**config.mk**
```make
export PLATFORM = sky130hd
export DESIGN_NAME = tmo_thermal_overload
export DESIGN_NICKNAME = d
export VERILOG_FILES = /design/src/hw/tmo_pkg.sv /design/src/hw/tmo_thermal_overload.sv /design/src/hw/tmo_event_unit.sv
export SDC_FILE = /design/constraint.sdc
export NUM_CORES = 2
export LEC_CHECK = 0
export BUFFER_PORTS_ARGS = -buffer_cell sky130_fd_sc_hd__buf_2
export CAP_MARGIN = 15
export CORE_MARGIN = 2
export CORE_UTILIZATION = 50
export CTS_CLUSTER_DIAMETER = 30
export DETAILED_ROUTE_END_ITERATION = 12
export PLACE_DENSITY = 0.66
export SYNTH_ARGS = -nofsm -noshare
export SYNTH_HDL_FRONTEND = slang
export SYNTH_SLANG_ARGS = --single-unit
```
**constraint.sdc**
```tcl
create_clock -name ref_clk -period 19.5 [get_ports ref_clk]
set_clock_uncertainty 0.05 [all_clocks]
set_input_delay 1.95 -clock ref_clk [delete_from_list [all_inputs] [get_ports ref_clk]]
set_output_delay 1.95 -clock ref_clk [all_outputs]
set_load 0.005 [all_outputs]
```
**src/hw/tmo_pkg.sv**
```systemverilog
package tmo_pkg;
	// Clock and time base.
	localparam int CLK_PERIOD_NS = 25;
	localparam int TS_RES_NS = 1000000;
	localparam int MS_CYCLES = (TS_RES_NS + CLK_PERIOD_NS - 1) / CLK_PERIOD_NS;
	localparam int MEAS_PERIOD_MS = 5;

	// Sizes.
	localparam int NUM_GROUPS = 8;
	localparam int NUM_SET = 7;
	localparam int NUM_EVT = 5;

	// Register byte offsets.
	localparam logic [8:0] REG_CTRL = 9'h000;
	localparam logic [8:0] REG_STATUS = 9'h004;
	localparam logic [8:0] REG_LEVEL = 9'h008;
	localparam logic [8:0] REG_TEMP_AMB = 9'h00c;
	localparam logic [8:0] REG_TEMP_IMG = 9'h010;
	localparam logic [8:0] REG_CNT_CLR = 9'h014;
	localparam logic [8:0] REG_CNT_BASE = 9'h018;
	localparam logic [8:0] REG_GRP_BASE = 9'h040;
	localparam logic [8:0] REG_GRP_STRIDE = 9'h020;

	// Control register fields.
	localparam int CTRL_EN_BIT = 0;
	localparam int CTRL_LN_LSB = 1;
	localparam int CTRL_FORCE_LSB = 4;
	localparam int CTRL_UNIT_BIT = 7;
	localparam int CTRL_GRP_LSB = 8;
	localparam int CTRL_FORCE_ALLOW_BIT = 11;
	localparam int CTRL_LN_ALLOW_BIT = 12;
	localparam int CTRL_DUAL_TC_BIT = 13;

	// Setting word index inside one group.
	localparam int SET_NOM_PU = 0;
	localparam int SET_NOM_AMP = 1;
	localparam int SET_MAX_OVL = 2;
	localparam int SET_ALARM1 = 3;
	localparam int SET_ALARM2 = 4;
	localparam int SET_INHIBIT = 5;
	localparam int SET_TRIP = 6;

	// Setting reset values; currents in tenths of per unit or tenths of ampere.
	localparam logic [15:0] RST_NOM_PU = 16'h000a;
	localparam logic [15:0] RST_NOM_AMP = 16'h000a;
	localparam logic [15:0] RST_MAX_OVL = 16'h0014;
	localparam logic [15:0] RST_ALARM1 = 16'h5000;
	localparam logic [15:0] RST_ALARM2 = 16'h6000;
	localparam logic [15:0] RST_INHIBIT = 16'h7000;
	localparam logic [15:0] RST_TRIP = 16'h8000;

	// Replica shaping constants.
	localparam int HEAT_SHIFT = 6;
	localparam int STALL_SHIFT = 2;
	localparam int COOL_RUN_SHIFT = 6;
	localparam int COOL_STOP_SHIFT = 8;
	localparam logic signed [15:0] AMB_REF_C = 16'sh0028;
	localparam int IMG_TEMP_SHIFT = 9;

	typedef enum logic [2:0] {
		TMO_LN_ON = 3'h1, TMO_LN_BLOCKED = 3'h2, TMO_LN_TEST = 3'h3,
		TMO_LN_TEST_BLOCKED = 3'h4, TMO_LN_OFF = 3'h5
	} tmo_logical_node_state_t;

	typedef enum logic [2:0] {
		TMO_FORCE_NORMAL = 3'h0, TMO_FORCE_BLOCKED = 3'h1, TMO_FORCE_ALARM1 = 3'h2,
		TMO_FORCE_ALARM2 = 3'h3, TMO_FORCE_INHIBIT = 3'h4, TMO_FORCE_TRIP = 3'h5
	} tmo_force_t;

	// Measurement bundle refreshed every 5 ms; temperature is signed degrees Celsius.
	typedef struct packed {
		logic [15:0] phase_a_rms_current;
		logic [15:0] phase_b_rms_current;
		logic [15:0] phase_c_rms_current;
		logic [15:0] pos_seq_current;
		logic [15:0] neg_seq_current;
		logic signed [15:0] ambient_temp;
	} tmo_meas_t;

	// Bit 0 is trip, bit 4 is blocked.
	typedef struct packed {
		logic blocked;
		logic inhibit;
		logic alarm2;
		logic alarm1;
		logic trip;
	} tmo_flags_t;

	typedef struct packed {
		logic [31:0] stamp_ms;
		logic [2:0] source;
		logic on;
	} tmo_event_t;
endpackage

```
**src/hw/tmo_thermal_overload.sv**
```systemverilog
// Our own choices: the register addresses and the Avalon-MM slave port.
`timescale 1ns/100ps
// Summary of operation
// - Eight setting groups; the active one is chosen by one group select field.
// - Block input and group select may change at any time; next pass uses them.
// - Each tick runs input, replica, comparator, block check and output stages.
// - Every output change emits a time-stamped ON or OFF event, 1 ms resolution.
// - Trip, alarm1, alarm2, inhibit and blocked ON events are counted; clearable.
// - Outputs are given both as relay outputs and as logic operands.
// - Phase currents are true RMS values over 32 harmonic components.
// - Three phase, positive and negative sequence currents arrive every 5 ms.
// - Ambient temperature arrives every 5 ms and corrects the thermal image.
// - Node mode codes 1 on to 5 off, default on, writable only when allowed.
// - Function enable 0 disabled, 1 activated; resets to disabled.
// - Forcing codes 1 to 5 override state only when forcing is enabled; code 0 is normal.
// - Temperatures are shown in Celsius for code 0, Fahrenheit for code 1.
// - Nominal current also held in primary amperes, 0.1 A resolution.
// - With dual time constants the replica picks its curve automatically.
// - With dual time constants, current above maximum overload setting selects the stall constant, heating with shift 2 instead of 6.
module tmo_thermal_overload #(
	parameter int MS_CYCLES_P = tmo_pkg::MS_CYCLES
) (
	// Clock, reset and clock enable.
	input wire logic ref_clk,
	input wire logic srst,
	input wire logic ce,
	// Avalon-MM slave.
	input wire logic [8:0] avs_address,
	input wire logic avs_read,
	input wire logic avs_write,
	input wire logic [31:0] avs_writedata,
	input wire logic [3:0] avs_byteenable,
	output logic [31:0] avs_readdata,
	output logic avs_waitrequest,
	// Measurements from the pre-processing logic, same clock.
	input wire logic meas_valid,
	input wire tmo_pkg::tmo_meas_t meas,
	// User logic.
	input wire logic block_in,
	output tmo_pkg::tmo_flags_t relay_out,
	output tmo_pkg::tmo_flags_t logic_operand,
	output logic [15:0] thermal_level,
	// Event stream.
	input wire logic evt_ready,
	output logic evt_valid,
	output tmo_pkg::tmo_event_t evt_data
);
	import tmo_pkg::*;

	typedef enum logic [2:0] {
		ST_IDLE, ST_REPLICA, ST_COMPARE, ST_BLOCK, ST_OUTPUT
	} tmo_stage_t;

	typedef struct packed {
		logic waitreq;
		logic [31:0] rdata;
		logic en;
		logic [2:0] logical_node_state;
		logic [2:0] force_sel;
		logic unit_f;
		logic [2:0] grp;
		logic force_allow;
		logic ln_allow;
		logic dual_tc;
		logic [NUM_GROUPS-1:0][NUM_SET-1:0][15:0] sets;
		tmo_meas_t m;
		tmo_stage_t st;
		logic [15:0] heat;
		logic [15:0] level;
		logic stall;
		tmo_flags_t raw;
		logic blk;
		tmo_flags_t out;
		logic [NUM_EVT-1:0] clr;
	} tmo_state_t;

	tmo_state_t s_q, s_d;
	logic [NUM_EVT-1:0][15:0] counts;
	logic req;
	logic [NUM_SET-1:0][15:0] act;
	logic [15:0] imax;
	logic [16:0] ieq;
	logic [16:0] heat_sum;
	logic [22:0] rise;
	logic [16:0] lvl_sum;
	logic [15:0] amb_excess;
	logic [15:0] ctrl_word;
	logic [8:0] goff;
	logic [2:0] gidx;
	logic [2:0] kidx;
	logic running;

	function automatic logic [15:0] merge16(input logic [15:0] old, input logic [31:0] wd,
			input logic [3:0] be);
		logic [15:0] r;
		r = old;
		if (be[0]) begin
			r[7:0] = wd[7:0];
		end
		if (be[1]) begin
			r[15:8] = wd[15:8];
		end
		return r;
	endfunction

	// Celsius to display unit; Fahrenheit is c * 9 / 5 + 32.
	function automatic logic [15:0] to_unit(input logic signed [15:0] c, input logic f);
		logic signed [31:0] t;
		t = 32'(c);
		if (f) begin
			t = (t * 32'sd9) / 32'sd5 + 32'sd32;
		end
		return t[15:0];
	endfunction

	always_comb begin
		s_d = s_q;
		s_d.clr = '0;
		req = avs_read || avs_write;
		// Active group from the common selector.
		act = s_q.sets[s_q.grp];
		goff = avs_address - REG_GRP_BASE;
		gidx = goff[7:5];
		kidx = goff[4:2];
		ctrl_word = '0;
		ctrl_word[CTRL_EN_BIT] = s_q.en;
		ctrl_word[CTRL_LN_LSB +: 3] = s_q.logical_node_state;
		ctrl_word[CTRL_FORCE_LSB +: 3] = s_q.force_sel;
		ctrl_word[CTRL_UNIT_BIT] = s_q.unit_f;
		ctrl_word[CTRL_GRP_LSB +: 3] = s_q.grp;
		ctrl_word[CTRL_FORCE_ALLOW_BIT] = s_q.force_allow;
		ctrl_word[CTRL_LN_ALLOW_BIT] = s_q.ln_allow;
		ctrl_word[CTRL_DUAL_TC_BIT] = s_q.dual_tc;

		// Slave answers one cycle after the request; the answer edge carries the write.
		s_d.waitreq = 1'b1;
		if (req && s_q.waitreq) begin
			s_d.waitreq = 1'b0;
			s_d.rdata = 32'h0;
			if (avs_address == REG_CTRL) begin
				s_d.rdata = {16'h0, ctrl_word};
			end else if (avs_address == REG_STATUS) begin
				s_d.rdata = {23'h0, s_q.grp, s_q.stall, s_q.out};
			end else if (avs_address == REG_LEVEL) begin
				s_d.rdata = {16'h0, s_q.level};
			end else if (avs_address == REG_TEMP_AMB) begin
				s_d.rdata = {16'h0, to_unit(s_q.m.ambient_temp, s_q.unit_f)};
			end else if (avs_address == REG_TEMP_IMG) begin
				s_d.rdata = {16'h0, to_unit(s_q.m.ambient_temp +
					16'(s_q.level >> IMG_TEMP_SHIFT), s_q.unit_f)};
			end else if (avs_address >= REG_CNT_BASE &&
					avs_address < REG_CNT_BASE + 9'(4 * NUM_EVT) && avs_address[1:0] == 2'h0) begin
				s_d.rdata = {16'h0, counts[3'((avs_address - REG_CNT_BASE) >> 2)]};
			end else if (avs_address >= REG_GRP_BASE && goff < 9'(NUM_GROUPS) * REG_GRP_STRIDE &&
					kidx < 3'(NUM_SET) && goff[1:0] == 2'h0) begin
				s_d.rdata = {16'h0, s_q.sets[gidx][kidx]};
			end
		end
		if (avs_write && !s_q.waitreq) begin
			if (avs_address == REG_CTRL && avs_byteenable[0]) begin
				s_d.en = avs_writedata[CTRL_EN_BIT];
				s_d.force_sel = avs_writedata[CTRL_FORCE_LSB +: 3];
				s_d.unit_f = avs_writedata[CTRL_UNIT_BIT];
				// Node mode only when individual mode setting is allowed.
				if (s_q.ln_allow && avs_writedata[CTRL_LN_LSB +: 3] >= 3'(TMO_LN_ON) &&
						avs_writedata[CTRL_LN_LSB +: 3] <= 3'(TMO_LN_OFF)) begin
					s_d.logical_node_state = avs_writedata[CTRL_LN_LSB +: 3];
				end
			end
			if (avs_address == REG_CTRL && avs_byteenable[1]) begin
				// Group switch takes effect on the next pass, no stop.
				s_d.grp = avs_writedata[CTRL_GRP_LSB +: 3];
				s_d.force_allow = avs_writedata[CTRL_FORCE_ALLOW_BIT];
				s_d.ln_allow = avs_writedata[CTRL_LN_ALLOW_BIT];
				s_d.dual_tc = avs_writedata[CTRL_DUAL_TC_BIT];
			end
			// Write one to clear a counter.
			if (avs_address == REG_CNT_CLR && avs_byteenable[0]) begin
				s_d.clr = avs_writedata[NUM_EVT-1:0];
			end
			// Group words, nominal current per unit and in amperes.
			if (avs_address >= REG_GRP_BASE && goff < 9'(NUM_GROUPS) * REG_GRP_STRIDE &&
					kidx < 3'(NUM_SET) && goff[1:0] == 2'h0) begin
				s_d.sets[gidx][kidx] = merge16(s_q.sets[gidx][kidx], avs_writedata,
					avs_byteenable);
			end
		end

		imax = s_q.m.phase_a_rms_current;
		if (s_q.m.phase_b_rms_current > imax) begin
			imax = s_q.m.phase_b_rms_current;
		end
		if (s_q.m.phase_c_rms_current > imax) begin
			imax = s_q.m.phase_c_rms_current;
		end
		// Negative sequence adds rotor heating on top of the worst phase.
		ieq = {1'b0, imax} + {1'b0, s_q.m.neg_seq_current};
		running = s_q.m.pos_seq_current > (act[SET_NOM_PU] >> 3);
		heat_sum = {1'b0, s_q.heat};
		rise = 23'h0;
		amb_excess = 16'h0;
		// Ambient above reference raises the image.
		if (s_q.m.ambient_temp > AMB_REF_C) begin
			amb_excess = 16'(s_q.m.ambient_temp - AMB_REF_C);
		end
		lvl_sum = {1'b0, s_q.heat} + {1'b0, amb_excess};

		unique case (s_q.st)
			ST_IDLE: begin
				if (meas_valid) begin
					// Latch the 5 ms RMS and sequence currents.
					s_d.m = meas;
					s_d.st = ST_REPLICA;
				end
			end
			ST_REPLICA: begin
				// Stall constant above the maximum overload current.
				s_d.stall = s_q.dual_tc && ieq > {1'b0, act[SET_MAX_OVL]};
				if (ieq > {1'b0, act[SET_NOM_PU]}) begin
					// The rise is kept wide so that a huge overcurrent saturates instead of wrapping.
					rise = 23'(ieq - {1'b0, act[SET_NOM_PU]});
					if (s_d.stall) begin
						rise = rise << STALL_SHIFT;
					end else begin
						rise = rise << HEAT_SHIFT;
					end
					if (rise[22:16] != 7'h0) begin
						heat_sum = 17'h10000;
					end else begin
						heat_sum = {1'b0, s_q.heat} + {1'b0, rise[15:0]};
					end
					s_d.heat = heat_sum[16] ? 16'hffff : heat_sum[15:0];
				end else begin
					// Slower cooling once the motor stands still, with dual time constants only.
					if (running || !s_q.dual_tc) begin
						heat_sum = {1'b0, s_q.heat >> COOL_RUN_SHIFT};
					end else begin
						heat_sum = {1'b0, s_q.heat >> COOL_STOP_SHIFT};
					end
					s_d.heat = s_q.heat - (heat_sum[15:0] == 16'h0 && s_q.heat != 16'h0 ?
						16'h1 : heat_sum[15:0]);
				end
				s_d.st = ST_COMPARE;
			end
			ST_COMPARE: begin
				s_d.level = lvl_sum[16] ? 16'hffff : lvl_sum[15:0];
				s_d.raw.trip = s_d.level >= act[SET_TRIP];
				s_d.raw.alarm1 = s_d.level >= act[SET_ALARM1];
				s_d.raw.alarm2 = s_d.level >= act[SET_ALARM2];
				s_d.raw.inhibit = s_d.level >= act[SET_INHIBIT];
				s_d.raw.blocked = 1'b0;
				s_d.st = ST_BLOCK;
			end
			ST_BLOCK: begin
				// Live block input or blocking modes.
				s_d.blk = block_in || s_q.logical_node_state == TMO_LN_BLOCKED ||
					s_q.logical_node_state == TMO_LN_TEST_BLOCKED || s_q.logical_node_state == TMO_LN_OFF;
				s_d.st = ST_OUTPUT;
			end
			ST_OUTPUT: begin
				s_d.out = '0;
				if (s_q.en) begin
					if (s_q.force_allow && s_q.force_sel != TMO_FORCE_NORMAL) begin
						s_d.out.blocked = s_q.force_sel == TMO_FORCE_BLOCKED;
						s_d.out.alarm1 = s_q.force_sel == TMO_FORCE_ALARM1;
						s_d.out.alarm2 = s_q.force_sel == TMO_FORCE_ALARM2;
						s_d.out.inhibit = s_q.force_sel == TMO_FORCE_INHIBIT;
						s_d.out.trip = s_q.force_sel == TMO_FORCE_TRIP;
					end else if (s_q.blk) begin
						s_d.out.blocked = 1'b1;
					end else begin
						s_d.out = s_q.raw;
					end
				end
				s_d.st = ST_IDLE;
			end
		endcase
	end

	always_ff @(posedge ref_clk) begin
		if (srst) begin
			s_q <= '0;
			s_q.waitreq <= 1'b1;
			s_q.logical_node_state <= TMO_LN_ON;
			s_q.st <= ST_IDLE;
			for (int g = 0; g < NUM_GROUPS; g++) begin
				s_q.sets[g][SET_NOM_PU] <= RST_NOM_PU;
				s_q.sets[g][SET_NOM_AMP] <= RST_NOM_AMP;
				s_q.sets[g][SET_MAX_OVL] <= RST_MAX_OVL;
				s_q.sets[g][SET_ALARM1] <= RST_ALARM1;
				s_q.sets[g][SET_ALARM2] <= RST_ALARM2;
				s_q.sets[g][SET_INHIBIT] <= RST_INHIBIT;
				s_q.sets[g][SET_TRIP] <= RST_TRIP;
			end
		end else if (ce) begin
			s_q <= s_d;
		end
	end

	tmo_event_unit #(
		.MS_CYCLES_P(MS_CYCLES_P)
	) u_events (
		.ref_clk(ref_clk),
		.srst(srst),
		.ce(ce),
		.flags(s_q.out),
		.cnt_clr(s_q.clr),
		.evt_ready(evt_ready),
		.evt_valid(evt_valid),
		.evt_data(evt_data),
		.counts(counts)
	);

	assign avs_readdata = s_q.rdata;
	assign avs_waitrequest = s_q.waitreq;
	// Same flags to relay outputs and to logic operands.
	assign relay_out = s_q.out;
	assign logic_operand = s_q.out;
	assign thermal_level = s_q.level;
endmodule

```
**src/hw/tmo_event_unit.sv**
```systemverilog
`timescale 1ns/100ps
module tmo_event_unit #(
	parameter int MS_CYCLES_P = tmo_pkg::MS_CYCLES
) (
	// Clock and control.
	input wire logic ref_clk,
	input wire logic srst,
	input wire logic ce,
	// Output flags and counter clears.
	input wire tmo_pkg::tmo_flags_t flags,
	input wire logic [tmo_pkg::NUM_EVT-1:0] cnt_clr,
	// Event stream towards the shared buffer.
	input wire logic evt_ready,
	output logic evt_valid,
	output tmo_pkg::tmo_event_t evt_data,
	// Cumulative counters.
	output logic [tmo_pkg::NUM_EVT-1:0][15:0] counts
);
	import tmo_pkg::*;

	typedef struct packed {
		logic [31:0] presc;
		logic [31:0] stamp;
		logic [NUM_EVT-1:0] reported;
		logic valid;
		tmo_event_t ev;
		logic [NUM_EVT-1:0][15:0] cnt;
	} tmo_ev_state_t;

	tmo_ev_state_t s_q, s_d;
	logic [NUM_EVT-1:0] diff;
	logic found;

	always_comb begin
		s_d = s_q;
		diff = flags ^ s_q.reported;
		found = 1'b0;
		if (s_q.presc == 32'(MS_CYCLES_P - 1)) begin
			s_d.presc = 32'h0;
			s_d.stamp = s_q.stamp + 32'h1;
		end else begin
			s_d.presc = s_q.presc + 32'h1;
		end
		if (s_q.valid && evt_ready) begin
			s_d.valid = 1'b0;
		end
		for (int i = 0; i < NUM_EVT; i++) begin
			if (cnt_clr[i]) begin
				s_d.cnt[i] = 16'h0;
			end
		end
		// ON and OFF events, one per cycle, lowest source first.
		if (!s_q.valid || evt_ready) begin
			for (int i = 0; i < NUM_EVT; i++) begin
				if (diff[i] && !found) begin
					found = 1'b1;
					s_d.valid = 1'b1;
					s_d.ev.stamp_ms = s_q.stamp;
					s_d.ev.source = 3'(i);
					s_d.ev.on = flags[i];
					s_d.reported[i] = flags[i];
					// Count ON events; a count in the clear cycle survives.
					if (flags[i]) begin
						s_d.cnt[i] = (cnt_clr[i] ? 16'h0 : s_q.cnt[i]) + 16'h1;
					end
				end
			end
		end
	end

	always_ff @(posedge ref_clk) begin
		if (srst) begin
			s_q <= '0;
		end else if (ce) begin
			s_q <= s_d;
		end
	end

	assign evt_valid = s_q.valid;
	assign evt_data = s_q.ev;
	assign counts = s_q.cnt;
endmodule

```
==> flow_metrics.py <==
metrics = {
    "sta": {
        "fin_setup_tns_ns": 0,
        "setup_viol": 0,
        "slew_viol_final": 0,
        "hold_violations": 0,
        "max_freq_mhz": 59.0,
        "tightest_slew_ns": 1.27,
        "post-route-period-util": 0.869,
        "period_needed_ns": 16.95,
        "rsz0062_at_grt": "no",
        "relSlewSlack": 0.144,
    },
    "setup_path": {
        "worst_path_largest_cell_delay_ns": 0.83,
        "reg2reg_setup_slack_ns": 2.55,
        "crit_top_cell": "nor2_1",
        "r2r_cells": 53,
        "slowest_stage": "a31oi_1",
        "arrival_ns": 17.75,
        "critPathRequiredTime_ns": 20.30,
        "critPathKind": "register to register",
        "startpoint_type": "register",
        "endpoint_kind": "register",
        "cp_max_fo": 18,
    },
    "synth": {
        "synth_top_area_frac": 0.320,
        "synth_adder_area_share": 0.0483,
        "yosysTopAreaCell": "dfxtp_1",
        "synth_xor_area_frac": 0.0359,
        "yosys.area_share.simple": 0.212,
        "synth_compound_area_frac": 0.168,
        "ys_top_cells_by_area": "dfxtp_1, mux4_2, nand2_1",
        "muxShareOfSynthArea": 0.165,
        "synth-edff-count": 0,
        "yosysUniqueCellTypes": 119,
        "syn_area_per_cell_um2": 8.17,
        "async_flop_share": 0,
        "synthFlopType": "dfxtp_1",
        "ys_warn_count": 0,
        "synth_top_family_by_area": "simple AND/OR/NAND/NOR gates",
        "synth.cell_area_um2": 78800,
        "ys_ff_latch": 1260,
        "yosysSeqAreaShare": 0.320,
        "syn_inst": 9651,
    },
    "power_and_ir_drop": {
        "switchingPower_uw": 4410,
        "leakage_uw": 0.0322,
        "intPower_uw": 7480,
        "switching_share": 0.371,
        "power_uw": 11900,
        "pwr-share-comb": 0.364,
        "p_clk_frac": 0.415,
        "vdd_ir_drop_max_v": 0.000226,
        "pwr-share-seq": 0.221,
        "power_density_nw_per_um2": 132,
    },
    "floorplan": {
        "num_rows": 145,
        "die_area_um2": 161000,
        "initial_utilization": 0.504,
        "die_h_um": 401,
        "io_pins": 245,
        "core_area_um2": 156000,
        "fp.dieW_um": 401,
    },
    "drt": {
        "first_pass_iters": 9,
        "drt_iter0_drc": 9115,
        "postRouteAntennaNets": 0,
        "vias": 74600,
        "drc": 0,
        "wl_um": 276000,
        "post_drt_wl_per_cell_um": 23.4,
        "viasPerCell": 6.32,
    },
    "cts": {
        "cts_buffer_depth": 4,
        "ctsHoldBuffers": 0,
        "cts_setup_buffers": 0,
        "clockRootBuffer": "clkbuf_16",
        "htreeDepth": 5,
        "cts_buffers": 295,
        "clk_pin_slew_ns": 0.05,
        "cts.sinks": 1260,
        "cts_tree": "done",
        "clk_latency_ns": 0.93,
        "post_cts_resized": 0,
    },
    "min_path": {
        "min_delay_path_depth": 2,
        "holdCritPathClass": "register to register",
    },
    "cells_and_area": {
        "num-fill-cells": 13800,
        "fin_util": 0.578,
        "drive_above_1_share": 0.151,
        "layout_commonest_cell": "nand2_1",
        "register_area_um2": 25200,
        "area_delta_synth_final_pct": 14.7,
        "layout_common_cells": "nand2_1, dfxtp_1, a21oi_1",
        "final_nets": 9982,
        "multiInputGateArea_um2": 49700,
    },
    "placement": {
        "hpwlAfterDp_um": 181000,
        "gp_congestion": 0.964,
        "portBuffers": 210,
    },
    "grt": {
        "overflow": 0,
        "grt_usage": 0.331,
        "grt_pass1_vias": 71200,
        "antenna_found_initial": 8,
        "grt_pass1_wl_um": 419000,
        "grt_max_degree": 113,
    },
    "run_status": {
        "status": "completed",
    },
    "flow_run": {
        "max_cap_violations": 0,
    },
}
[power by group through the flow]
stage               clock network (uW)  logic [uW]  registers (uW)
floorplan                            0        3260            2660
global placement                     0        4160            2670
detailed placement                   0        4200            2670
CTS                               4960        4230            2620
global route                      5100        4730            2620
finish                            4940        4330            2620
[worst max-delay path: cells and delay by family (launching register included)]
family	cells	cell delay, ns
xor+xnor	3	0.89
flops	1	0.52
fa+ha+maj	4	1.25
buf+inv	1	0.05
compound gates	23	8.19
simple gates	22	5.96
[cell usage after synthesis, types with 46 or more instances]
master    count
ha_1        290
mux2i_1     247
nand4_1      68
a21oi_1    1215
buf_1       111
nand2b_1     74
nor2b_1      72
nand2_1    2422
a21o_1       61
nand3b_1     93
xnor2_1     187
clkbuf_1    550
nand3_1     186
dfxtp_1    1260
nor2_1      573
buf_4        98
nor3_1      128
inv_1       180
a22oi_1      46
a211oi_1     57
xor2_1      130
o21ai_0     302
mux4_2      444
[stage by stage]
step / setup WS (ns) / area (um2) / cells / hold WS [ns]
2_1_floorplan: 6.40 / 78900 / 9666 / 0.382
3_5_place_dp: 2.66 / 80500 / 11300 / 0.394
6_report: 2.55 / 90400 / 11800 / 0.399
4_1_cts: 2.64 / 90400 / 11800 / 0.401
3_3_place_gp: 2.84 / 80500 / 11300 / 0.389
5_1_grt: 1.04 / 90400 / 11800 / 0.418
[registers in the layout (all words and copies together), names as in the netlist]
name,cells
avs_waitrequest,1
u_events.s_q,69
thermal_level,16
u_events.counts,80
s_q,1022
logic_operand,5
ctrl_word,14
u_events.evt_data,36
u_events.evt_valid,1
avs_readdata,16
[layer usage]
layer	vias up	global-route usage	part of all wire
li1	34000	-	-
met1	35800	0.414	0.39
met2	4041	0.522	0.46
met3	829	0.0866	0.10
met4	4	0.176	0.055
met5	-	0.00654	0.00045
[path summary, 6_finish.rpt]
check	from	to
worst min register to register	s_q[618]	s_q[618]
worst min-delay path	s_q[618]	s_q[618]
worst max-delay path	s_q[53]	avs_readdata[11]
worst max register to register	s_q[53]	avs_readdata[11]
[area by class of cell]
| class | instances | share of cell area |
|---|---|---|
| Tap cell | 2058 | 0.0285 |
| Inverter | 183 | 0.00760 |
| Sequential cell | 1260 | 0.279 |
| Timing Repair Buffer | 358 | 0.0249 |
| Antenna cell | 5 | 0.000138 |
| Clock inverter | 128 | 0.0179 |
| Multi-Input combinational cell | 7437 | 0.550 |
| Clock buffer | 379 | 0.0918 |
[cell families (layout without fill, tap and decap cells)]
kind of cell               after synthesis  in the layout
buffers and inverters                  969           1048
adders and majority gates              300            300
AOI/OAI and AO/OA                     2190           2190
DFF                                   1260           1260
and+or+nand+nor                       3874           3874
xor gates and xnor gates               320            320
muxes                                  737            737
other                                    1             21
(Power assumes the default switching activity.)
